### src/common/sxt_pkg.sv
// Purpose: Shared types and constants for the subtract/swap/xor/table unit
// Assumes: 8-bit data path, 6-bit register address, 12-bit program counter
// Notes:   Opcode encodings are local to this unit, not instruction bits
`default_nettype none
package sxt_pkg;

    localparam int unsigned DATA_W   = 8;
    localparam int unsigned ADDR_W   = 6;
    localparam int unsigned PC_W     = 12;
    localparam int unsigned PAGE_W   = 2;
    localparam int unsigned NIB_W    = 4;

    // Program counter field positions
    localparam int unsigned PC_LOW_MSB  = 7;
    localparam int unsigned PC_MID_MSB  = 9;
    localparam int unsigned PC_MID_LSB  = 8;
    localparam int unsigned PC_PAGE_MSB = 11;
    localparam int unsigned PC_PAGE_LSB = 10;

    // Reset values
    localparam logic [7:0]  ACC_RESET   = 8'h00;
    localparam logic        FLAG_RESET  = 1'b0;
    localparam logic [11:0] PC_RESET    = 12'h000;
    localparam logic [5:0]  ADDR_RESET  = 6'h00;

    // Destination select: 0 selects the accumulator, 1 the register
    localparam logic DEST_ACC = 1'b0;
    localparam logic DEST_REG = 1'b1;

    // Cycles of fetch flush after a table jump
    localparam int unsigned FLUSH_CYCLES = 1;

    typedef enum logic [2:0] {
        SXT_OP_REG_MINUS_ACCUM = 3'h0,
        SXT_OP_IMM_MINUS_ACCUM = 3'h1,
        SXT_OP_NIBBLE_EXCHANGE = 3'h2,
        SXT_OP_TABLE_JUMP      = 3'h3,
        SXT_OP_REG_XOR         = 3'h4,
        SXT_OP_IMM_XOR         = 3'h5
    } sxt_opcode_t;

    typedef struct packed {
        sxt_opcode_t       code;
        logic              dest;
        logic [ADDR_W-1:0] addr;
        logic [DATA_W-1:0] imm;
    } sxt_op_t;

    typedef struct packed {
        logic c;
        logic half_carry_flag;
        logic z;
    } sxt_flags_t;

endpackage
`default_nettype wire

### src/hdl/sxt_alu.sv
// Purpose: Combinational arithmetic for the six operations
// Assumes: Register operand is already read for the addressed register
// Notes:   Carry means no borrow for both subtract forms
`timescale 1ns/1ps
`default_nettype none
module sxt_alu #(
    parameter int unsigned DW = 8
) (
    input  wire sxt_pkg::sxt_op_t    op,
    input  wire logic [DW-1:0]       acc,
    input  wire logic [DW-1:0]       reg_val,
    input  wire logic [DW-1:0]       pc_low,
    output logic      [DW-1:0]       result,
    output sxt_pkg::sxt_flags_t      flags,
    output sxt_pkg::sxt_flags_t      upd
);
    logic [DW:0]   sum;
    logic [4:0]    low_sum;
    logic [DW-1:0] lhs;
    logic [DW-1:0] rhs;
    logic          cin;

    always_comb begin
        lhs = reg_val;
        rhs = ~acc;
        cin = 1'b1;
        upd = '0;
        case (op.code)
            sxt_pkg::SXT_OP_REG_MINUS_ACCUM: begin
                upd = '{c: 1'b1, half_carry_flag: 1'b1, z: 1'b1};
            end
            sxt_pkg::SXT_OP_IMM_MINUS_ACCUM: begin
                lhs = op.imm;
                upd = '{c: 1'b1, half_carry_flag: 1'b1, z: 1'b1};
            end
            sxt_pkg::SXT_OP_TABLE_JUMP: begin
                lhs = pc_low;
                rhs = acc;
                cin = 1'b0;
                upd = '{c: 1'b1, half_carry_flag: 1'b1, z: 1'b1};
            end
            sxt_pkg::SXT_OP_REG_XOR, sxt_pkg::SXT_OP_IMM_XOR: begin
                upd.z = 1'b1;
            end
            default: begin
                upd = '0;
            end
        endcase
        sum     = {1'b0, lhs} + {1'b0, rhs} + {{DW{1'b0}}, cin};
        low_sum = {1'b0, lhs[3:0]} + {1'b0, rhs[3:0]} + {4'h0, cin};
        case (op.code)
            sxt_pkg::SXT_OP_NIBBLE_EXCHANGE: result = {reg_val[3:0], reg_val[DW-1:4]};
            sxt_pkg::SXT_OP_REG_XOR:         result = acc ^ reg_val;
            sxt_pkg::SXT_OP_IMM_XOR:         result = acc ^ op.imm;
            default:                         result = sum[DW-1:0];
        endcase
        flags.z               = (result == '0);
        flags.c               = sum[DW];
        flags.half_carry_flag = low_sum[4];
    end
endmodule
`default_nettype wire

### src/hdl/sxt_exec_unit.sv
// Purpose: Executes subtract, nibble swap, table jump and xor operations
// Assumes: Register file read data is valid for OP_ADDR in the issue cycle
// Notes:   Holds accumulator and flags; register writes leave as a pulse
//
// What this block does
// - Register minus accumulator, address 0..63, sets carry, half carry, zero.
// - Register forms: destination bit 0 writes accumulator, 1 writes register.
// - Immediate minus accumulator into accumulator, sets carry, half carry, zero.
// - Nibble exchange swaps register halves; no flag changes.
// - Table jump adds accumulator to counter low byte; page bits fill top.
// - Table jump takes no operand; pairs with return-with-literal entries.
// - Register xor with accumulator to chosen destination; only zero changes.
// - Immediate xor with accumulator into accumulator; only zero changes.
`timescale 1ns/1ps
`default_nettype none
module sxt_exec_unit #(
    parameter int unsigned DW = 8
) (
    input  wire logic                    SYS_CLK,
    input  wire logic                    RST_N,
    input  wire logic                    OP_VALID,
    output logic                         OP_READY,
    input  wire logic [2:0]              OP_CODE,
    input  wire logic                    OP_DEST,
    input  wire logic [5:0]              OP_ADDR,
    input  wire logic [DW-1:0]           OP_IMM,
    input  wire logic [DW-1:0]           REG_RDATA,
    input  wire logic [11:0]             PC_IN,
    input  wire logic [1:0]              PAGE_SELECT_BITS,
    output logic [DW-1:0]                ACC_OUT,
    output logic                         CARRY_OUT,
    output logic                         HALF_CARRY_FLAG_OUT,
    output logic                         ZERO_OUT,
    output logic                         REG_WE,
    output logic [5:0]                   REG_WADDR,
    output logic [DW-1:0]                REG_WDATA,
    output logic                         PC_LOAD,
    output logic [11:0]                  PC_NEXT,
    output logic                         FETCH_FLUSH,
    output logic                         OP_DONE
);
    if (DW != sxt_pkg::DATA_W) begin : g_width_check
        $error("sxt_exec_unit supports only an 8-bit data path");
    end

    typedef enum logic [1:0] {
        SXT_ST_RUN   = 2'b01,
        SXT_ST_FLUSH = 2'b10
    } sxt_state_t;

    // Register destination only for the register-operand forms
    function automatic logic writes_reg(input sxt_pkg::sxt_op_t o);
        case (o.code)
            sxt_pkg::SXT_OP_REG_MINUS_ACCUM,
            sxt_pkg::SXT_OP_NIBBLE_EXCHANGE,
            sxt_pkg::SXT_OP_REG_XOR: writes_reg = (o.dest == sxt_pkg::DEST_REG);
            default:                 writes_reg = 1'b0;
        endcase
    endfunction

    function automatic logic known_op(input logic [2:0] c);
        case (c)
            sxt_pkg::SXT_OP_REG_MINUS_ACCUM,
            sxt_pkg::SXT_OP_IMM_MINUS_ACCUM,
            sxt_pkg::SXT_OP_NIBBLE_EXCHANGE,
            sxt_pkg::SXT_OP_TABLE_JUMP,
            sxt_pkg::SXT_OP_REG_XOR,
            sxt_pkg::SXT_OP_IMM_XOR: known_op = 1'b1;
            default:                 known_op = 1'b0;
        endcase
    endfunction

    sxt_pkg::sxt_op_t    op;
    sxt_pkg::sxt_flags_t alu_flags;
    sxt_pkg::sxt_flags_t alu_upd;
    logic [DW-1:0]       alu_result;
    logic                take;
    logic                is_table_jump;

    sxt_state_t          state_q;
    sxt_state_t          state_d;
    logic [DW-1:0]       acc_q;
    logic [DW-1:0]       acc_d;
    sxt_pkg::sxt_flags_t flags_q;
    sxt_pkg::sxt_flags_t flags_d;
    logic                reg_we_q;
    logic                reg_we_d;
    logic [5:0]          reg_waddr_q;
    logic [5:0]          reg_waddr_d;
    logic [DW-1:0]       reg_wdata_q;
    logic [DW-1:0]       reg_wdata_d;
    logic                pc_load_q;
    logic                pc_load_d;
    logic [11:0]         pc_next_q;
    logic [11:0]         pc_next_d;
    logic                done_q;
    logic                done_d;

    always_comb begin
        op.code = sxt_pkg::sxt_opcode_t'(OP_CODE);
        op.dest = OP_DEST;
        op.addr = OP_ADDR;
        op.imm  = OP_IMM;
    end

    sxt_alu #(
        .DW (DW)
    ) u_alu (
        .op      (op),
        .acc     (acc_q),
        .reg_val (REG_RDATA),
        .pc_low  (PC_IN[sxt_pkg::PC_LOW_MSB:0]),
        .result  (alu_result),
        .flags   (alu_flags),
        .upd     (alu_upd)
    );

    assign OP_READY = (state_q == SXT_ST_RUN);
    // Unknown codes are accepted and dropped so the core never hangs
    assign take     = OP_VALID && OP_READY && known_op(OP_CODE);
    assign is_table_jump = (op.code == sxt_pkg::SXT_OP_TABLE_JUMP);

    always_comb begin
        state_d     = state_q;
        acc_d       = acc_q;
        flags_d     = flags_q;
        reg_we_d    = 1'b0;
        reg_waddr_d = reg_waddr_q;
        reg_wdata_d = reg_wdata_q;
        pc_load_d   = 1'b0;
        pc_next_d   = pc_next_q;
        done_d      = 1'b0;
        case (state_q)
            SXT_ST_RUN: begin
                if (take) begin
                    done_d = 1'b1;
                    if (writes_reg(op)) begin
                        reg_we_d    = 1'b1;
                        reg_waddr_d = op.addr;
                        reg_wdata_d = alu_result;
                    end else if (!is_table_jump) begin
                        acc_d = alu_result;
                    end
                    if (alu_upd.c) begin
                        flags_d.c = alu_flags.c;
                    end
                    if (alu_upd.half_carry_flag) begin
                        flags_d.half_carry_flag = alu_flags.half_carry_flag;
                    end
                    if (alu_upd.z) begin
                        flags_d.z = alu_flags.z;
                    end
                    if (is_table_jump) begin
                        pc_load_d = 1'b1;
                        pc_next_d = {PAGE_SELECT_BITS,
                                     PC_IN[sxt_pkg::PC_MID_MSB:
                                           sxt_pkg::PC_MID_LSB],
                                     alu_result};
                        state_d   = SXT_ST_FLUSH;
                    end
                end
            end
            SXT_ST_FLUSH: begin
                state_d = SXT_ST_RUN;
            end
            default: begin
                state_d = SXT_ST_RUN;
            end
        endcase
    end

    always_ff @(posedge SYS_CLK or negedge RST_N) begin
        if (!RST_N) begin
            state_q     <= SXT_ST_RUN;
            acc_q       <= sxt_pkg::ACC_RESET;
            flags_q     <= '{c: sxt_pkg::FLAG_RESET,
                             half_carry_flag: sxt_pkg::FLAG_RESET,
                             z: sxt_pkg::FLAG_RESET};
            reg_we_q    <= 1'b0;
            reg_waddr_q <= sxt_pkg::ADDR_RESET;
            reg_wdata_q <= sxt_pkg::ACC_RESET;
            pc_load_q   <= 1'b0;
            pc_next_q   <= sxt_pkg::PC_RESET;
            done_q      <= 1'b0;
        end else begin
            state_q     <= state_d;
            acc_q       <= acc_d;
            flags_q     <= flags_d;
            reg_we_q    <= reg_we_d;
            reg_waddr_q <= reg_waddr_d;
            reg_wdata_q <= reg_wdata_d;
            pc_load_q   <= pc_load_d;
            pc_next_q   <= pc_next_d;
            done_q      <= done_d;
        end
    end

    assign ACC_OUT             = acc_q;
    assign CARRY_OUT           = flags_q.c;
    assign HALF_CARRY_FLAG_OUT = flags_q.half_carry_flag;
    assign ZERO_OUT            = flags_q.z;
    assign REG_WE              = reg_we_q;
    assign REG_WADDR           = reg_waddr_q;
    assign REG_WDATA           = reg_wdata_q;
    assign PC_LOAD             = pc_load_q;
    assign PC_NEXT             = pc_next_q;
    // Flush marks the cycle in which the redirected fetch is discarded
    assign FETCH_FLUSH         = (state_q == SXT_ST_FLUSH);
    assign OP_DONE             = done_q;
endmodule
`default_nettype wire

### config.mk
export PLATFORM = sky130hd
export DESIGN_NAME = sxt_exec_unit
export DESIGN_NICKNAME = d
export VERILOG_FILES = /design/src/common/sxt_pkg.sv /design/src/hdl/sxt_alu.sv /design/src/hdl/sxt_exec_unit.sv
export SDC_FILE = /design/constraint.sdc
export NUM_CORES = 1
export LEC_CHECK = 0
export BUFFER_PORTS_ARGS = -buffer_cell sky130_fd_sc_hd__buf_2
export CORE_MARGIN = 2
export CORE_UTILIZATION = 40
export DETAILED_ROUTE_END_ITERATION = 10
export HOLD_SLACK_MARGIN = 0.15
export PLACE_DENSITY = 0.73
export SETUP_SLACK_MARGIN = 0.02
export SYNTH_ARGS = -nofsm -noshare
export SYNTH_HDL_FRONTEND = slang
export SYNTH_SLANG_ARGS = --single-unit
### constraint.sdc
create_clock -name SYS_CLK -period 2.9 [get_ports SYS_CLK]
set_input_delay 0.435 -clock SYS_CLK [delete_from_list [all_inputs] [get_ports SYS_CLK]]
set_output_delay 0.435 -clock SYS_CLK [all_outputs]
set_load 0.005 [all_outputs]
# ---- Word-level counts from Yosys, hierarchy flattened
# Cells that the tools add are included.
dict set report totals {
  ff_bits 42
  in_bits 43
  output_inout_bits 42
  elab_cells 65
}
dict set report classes {
  add_sub_neg 4
  n_eq_ne 9
  mux 21
  bitwise 5
  reduce_logical 15
}
# cell n
set ops {}
lappend ops {{one-hot mux 8 bit (3 select lines)} 1}
lappend ops {{one-hot mux 8 bit (2 select lines)} 1}
lappend ops {{XOR 8 bit} 2}
lappend ops {{AND reduction 3 bit} 5}
lappend ops {{2-to-1 mux 1 bit} 14}
lappend ops {{adder 8 x 8 -> 9 bit} 1}
lappend ops {{adder 9 x 1 -> 9 bit} 1}
lappend ops {{logical NOT 8 bit} 1}
lappend ops {{2-to-1 mux 2 bit} 4}
lappend ops {{2-to-1 mux 8 bit} 1}
lappend ops {{inverter 8 bit} 1}
lappend ops {{equality test 3 x 2 -> 1 bit, second input constant} 2}
lappend ops {{equality test 3 bit, second input constant} 2}
lappend ops {{OR reduction 3 bit} 2}
lappend ops {{OR reduction 6 bit} 1}
lappend ops {{adder 4 x 4 -> 5 bit} 1}
lappend ops {{adder 5 x 1 -> 5 bit} 1}
lappend ops {{OR reduction 5 bit} 1}
lappend ops {{!= test 2 x 1 -> 1 bit, second input constant} 2}
lappend ops {{AND reduction 4 bit} 1}
lappend ops {{equality test 3 x 1 -> 1 bit, second input constant} 1}
lappend ops {{logical NOT 3 bit} 1}
lappend ops {{equality test 2 x 1 -> 1 bit, second input constant} 1}
lappend ops {{equality test 2 bit, second input constant} 1}
lappend ops {{3 further kinds} 5}

# ---- Logic depth before layout (Yosys ltp)
dict set report logic_depth {
  word_depth 9
  depth_mapped 14
  mapped_depth_nobuf 10
}

# ---- Hierarchy
# From an unflattened synthesis, not the netlist that was laid out.
dict set report unflattened {
  hier_cells 258
  hier_area_um2 2821.5
}
# module instances cells_per_inst area_each_um2 seq_area_each_um2
set by_module_without_submodules {}
lappend by_module_without_submodules {sxt_exec_unit 1 99 1657.8 1052.3}
lappend by_module_without_submodules {sxt_alu 1 159 1163.6 0.0}

# ---- Worst setup path after synthesis
# OpenSTA, ideal clock, no wires.
dict set report synth_path {
  path_type {input to register}
  from {in OP_CODE[2]}
  to {reg flags_q, in the netlist ZERO_OUT}
  setup_ps 103
  t_arrival_ps 2904
  required_time_ps 2797
  slack_ps -107
  stages 11
  path_buffers 1
  cell_sequence {buf_6 > and2b_4 > nand2_1 > xor2_1 > ha_1 > a21oi_1 > o31ai_1 > o21ai_0 > nand3_1 > or4_1 > o41ai_2}
}
dict set report synth_between {
  elab_chain_len 6
  elab_cells_between_ends 19
  cone_classes {2 x add/sub; 5 x eq/ne; 6 x mux; 6 x reduce/logical}
}
# item line
set synth_lines {}
lappend synth_lines {{from (decl)} sxt_exec_unit.sv:23} ;# input wire logic [2:0] OP_CODE,
lappend synth_lines {{equality test 3 x 2 -> 1 bit or equality test 3 x 1 -> 1 bit (tied branches)} {sxt_alu.sv:28, sxt_exec_unit.sv:62}}
lappend synth_lines {{one-hot mux 8 bit (2 select lines) or 2-to-1 mux 8 bit (tied branches)} sxt_alu.sv:28} ;# case (op.code)
lappend synth_lines {{adder 8 x 8 -> 9 bit} sxt_alu.sv:49} ;# sum = {1'b0, lhs} + {1'b0, rhs} + {{DW{1'b0}}, cin};
lappend synth_lines {{adder 9 x 1 -> 9 bit} sxt_alu.sv:49}
lappend synth_lines {{one-hot mux 8 bit (3 select lines)} sxt_alu.sv:51} ;# case (op.code)
lappend synth_lines {{logical NOT 8 bit} sxt_alu.sv:57} ;# flags.z = (result == '0);
lappend synth_lines {{to (signal assigned)} sxt_exec_unit.sv:176} ;# flags_q <= '{c: sxt_pkg::FLAG_RESET,
lappend synth_lines {{to (signal assigned)} sxt_exec_unit.sv:188} ;# flags_q <= flags_d;
lappend synth_lines {{to (decl)} sxt_exec_unit.sv:84} ;# sxt_pkg::sxt_flags_t flags_q;
# Parallel ways exist; a longest one is shown, timed or not.
# A chain may end at the register's enable or synchronous reset.

# ---- Worst setup path after layout
# Same ends and word-level chain as after synthesis.

==> results.md <==
- Flip-flop and latch count after synthesis: 42
- Count of different cell masters after synthesis: 52
- Total number of placement rows: 29
- Via count: 2384
- Sequential area share after synthesis: 0.3978
- Starting DRT DRC Count: 132
- Total nets after synthesis: 311
- Delay contributed by the slowest stage of the critical path: 370 ps
- First-pass GRT wire length: 11.51 mm
- Remaining number of nets flagged by the antenna check after routing: 0
- Final Routed Wirelength: 7.095 mm
- Data arrival time of the critical path: 2920 ps
- Static leakage power: 1.706 nW
- Final Hold Vio Count: 0
- CTS tree: yes
- Clock-pin slew reported for the worst setup and hold paths after clock tree synthesis: 70 ps
- DRC violations left: 0
- Largest net degree at the start of global routing: 43
- Critical-path maximum fanout: 6
- Post-Syn Instances: 260
- Max-slew violation total from the final report: 0
- Cell area after technology mapping: 2645 µm²
- Depth of the CTS H-tree: 2
- Outcome: complete, no violations
- # Max-Cap Violations: 0
- Startpoint types: primary input
- # clock sinks: 42
- Global placer's final weighted congestion: 0.9576
- Initial antenna violation count: 0
- Utilization after layout: 0.5482
- Total of buffers placed on input and output ports: 82
- Ordered cell list for the critical path: buf_2 -> and2b_4 -> nand2_2 -> buf_4 -> xor2_1 -> ha_1 -> a21oi_1 -> o221ai_1 -> a21oi_1 -> xor2_1 -> o21ai_2 -> o41ai_2
- Clock tree root driver cell: sky130_fd_sc_hd__clkbuf_8
- Area Growth Syn to Fin: 32.36%
- Die outline area: 7279 µm²
- Highest-delay cell along the critical path: sky130_fd_sc_hd__ha_1
- Max Clock Skew: 9.556 ps
- Synth top area share: 0.3879
- Height of the die: 85.32 µm
- Initial Util: 0.4142
- Count of flip-flops with a built-in enable after synthesis: 0
- Top cell type by total area after synthesis: sky130_fd_sc_hd__dfrtp_1
- Post-Route Hold Slack: 263.3 ps
- Total half-perimeter wirelength after legalization and detailed placement: 5.510 mm
- Number of nets in the layout: 422
- Maximum buffer depth of the clock tree: 2
- Fraction of layout cells with a size suffix above 1: 0.4435
- Proportion of register bits with asynchronous set or reset after synthesis: 1.000
- Hold crit path type: in -> async
- Startpoint-to-endpoint class of the critical path: in -> reg
- Max_slew headroom: 0.4049
- Total congestion overflow after global routing: 0
- Length of the first detailed-routing pass in iterations: 4
- Final Cycle Share: 0.9434
- Final setup violation count: 0
- Cell types with the highest counts after synthesis: sky130_fd_sc_hd__dfrtp_1, sky130_fd_sc_hd__nand2_1, sky130_fd_sc_hd__mux2_2, sky130_fd_sc_hd__o21ai_0, sky130_fd_sc_hd__mux2i_1
- Standard cell core area: 6386 µm²
- Syn_area_per_cell: 10.17 µm²
- Vias in the first global route: 2407
- Yosys warning count: 0
- Peak clock frequency supported by timing: 365.5 MHz
- Die Wd: 85.32 µm
- Most numerous cell in the Yosys netlist: sky130_fd_sc_hd__dfrtp_1
- P per Cell Area: 886.0 nW/µm²
- Largest vdd supply drop: 526.0 µV
- Transition time at the pin with the least slew margin: 892.6 ps
- GRT Util Overall: 0.2000
- Sort of element at the end of the critical path: flop
- Number of buffers created by CTS: 5
- Setup_tns: 0 ps
- Final critical-path required period: 2736 ps
- Crit path required time: 3090 ps
- Number of I/O pins: 85
- Most frequently used flop master after synthesis: sky130_fd_sc_hd__dfrtp_1
- PnR Total Power: 3.102 mW
- Ant diodes: 0
- Synth area leaders: sky130_fd_sc_hd__dfrtp_1, sky130_fd_sc_hd__mux2_2, sky130_fd_sc_hd__mux2i_1, sky130_fd_sc_hd__o21ai_0, sky130_fd_sc_hd__nand2_1
- Routed via count divided by cell count: 5.310
- Average routed wire per standard cell: 15.80 µm
- Skew-Pair Late Insertion Delay: 300 ps
## timing repair
item / CTS / global route
hold buffers: 0 / 0
endpoints found under the setup margin: 0 / 7
resized for setup: 0 / 6
endpoints found under the hold margin: 0 / 0
buffers inserted: 0 / 2
## per-stage QoR
step	cell area, µm²	cells	worst slack (ps)
after detailed placement	3332	439	-160.0
after CTS	3475	447	92.40
after global routing	3501	449	-2.437
after floorplan	2651	260	28.97
after global placement	3332	439	-121.0
final	3501	449	164.0
## per-layer routing
| layer | wire [µm] | global-route usage | part of all wire |
|---|---|---|---|
| met1 | 3065 | 0.2645 | 0.43 |
| met2 | 3253 | 0.3153 | 0.46 |
| met3 | 664 | 0.05739 | 0.094 |
| met4 | 111 | 0.06782 | 0.016 |
| met5 | 0 | 0 | 0 |
## power by group
| part | switching (mW) | total, mW | internal [mW] |
|---|---|---|---|
| logic | 0.757 | 1.57 | 0.815 |
| registers | 0.168 | 0.964 | 0.796 |
| clock network | 0.198 | 0.565 | 0.367 |
## area by class of cell
| cell class | count | area (µm²) |
|---|---|---|
| well taps | 77 | 96.34 |
| repair buffers | 119 | 700.7 |
| inverters | 4 | 15.01 |
| multi-input cells | 199 | 1493 |
| flip-flops and latches | 42 | 1054 |
| clock buffers | 6 | 82.58 |
| fillers | 594 | 2885 |
| clock inverters | 2 | 60.06 |
## final timing paths
kind,start,to,slack (ps),cells after the start
max,OP_CODE[2],ZERO_OUT,160,12
min,RST_N,PC_NEXT[11],260,1
max reg2reg,ACC_OUT[0],ZERO_OUT,170,9
min reg2reg,REG_WDATA[1],REG_WDATA[1],490,2
max in group asynchronous,RST_N,ACC_OUT[0],2030,1
min in group SYS_CLK,PAGE_SELECT_BITS[0],PC_NEXT[10],370,2
## sequential cells by signal (all words and copies together), names as in the netlist
name / count
REG_WE: 1
REG_WADDR: 6
REG_WDATA: 8
state_q: 2
OP_DONE: 1
PC_NEXT: 12
CARRY_OUT: 1
HALF_CARRY_FLAG_OUT: 1
PC_LOAD: 1
ZERO_OUT: 1
ACC_OUT: 8
## worst max-delay path, delay by kind of cell
| kind | cells | cell delay, ps |
|---|---|---|
| buffers and inverters | 2 | 300 |
| AO/OA/AOI/OAI | 5 | 1080 |
| XOR/XNOR | 2 | 350 |
| AND/OR/NAND/NOR | 2 | 380 |
| adder cells (fa/ha/maj) | 1 | 370 |
## placed cells by master, fill, tap and decap left out, types with 2 or more instances in the layout
master	n
sky130_fd_sc_hd__o21ai_1	2
sky130_fd_sc_hd__ha_1	7
sky130_fd_sc_hd__a22oi_1	4
sky130_fd_sc_hd__a31oi_1	2
sky130_fd_sc_hd__nand2b_1	2
sky130_fd_sc_hd__nand3_1	2
sky130_fd_sc_hd__xor2_1	10
sky130_fd_sc_hd__bufinv_16	2
sky130_fd_sc_hd__dfrtp_1	40
sky130_fd_sc_hd__nor3b_2	2
sky130_fd_sc_hd__nor2_1	13
sky130_fd_sc_hd__nor2b_1	6
sky130_fd_sc_hd__inv_1	4
sky130_fd_sc_hd__o221ai_1	2
sky130_fd_sc_hd__o21a_1	5
sky130_fd_sc_hd__mux2i_1	20
sky130_fd_sc_hd__nor3_1	4
sky130_fd_sc_hd__clkbuf_8	6
sky130_fd_sc_hd__xnor2_1	8
sky130_fd_sc_hd__o21ai_0	21
sky130_fd_sc_hd__and3_1	2
sky130_fd_sc_hd__buf_4	36
sky130_fd_sc_hd__a21oi_1	11
sky130_fd_sc_hd__mux2_2	23
sky130_fd_sc_hd__nand2_1	26
sky130_fd_sc_hd__buf_2	82
## cells by family (layout without fill, tap and decap cells)
| kind of cell | Yosys count | count (layout) | share of synthesized area |
|---|---|---|---|
| buffers and inverters | 19 | 131 | 0.04398 |
| XOR/XNOR | 18 | 18 | 0.05960 |
| AO/OA/AOI/OAI | 62 | 62 | 0.1528 |
| flip-flops | 42 | 42 | 0.3978 |
| AND/OR/NAND/NOR | 68 | 68 | 0.1315 |
| adder cells (fa/ha/maj) | 8 | 8 | 0.04068 |
| multiplexers | 43 | 43 | 0.1736 |
Power figures use the tool's default switching activity.
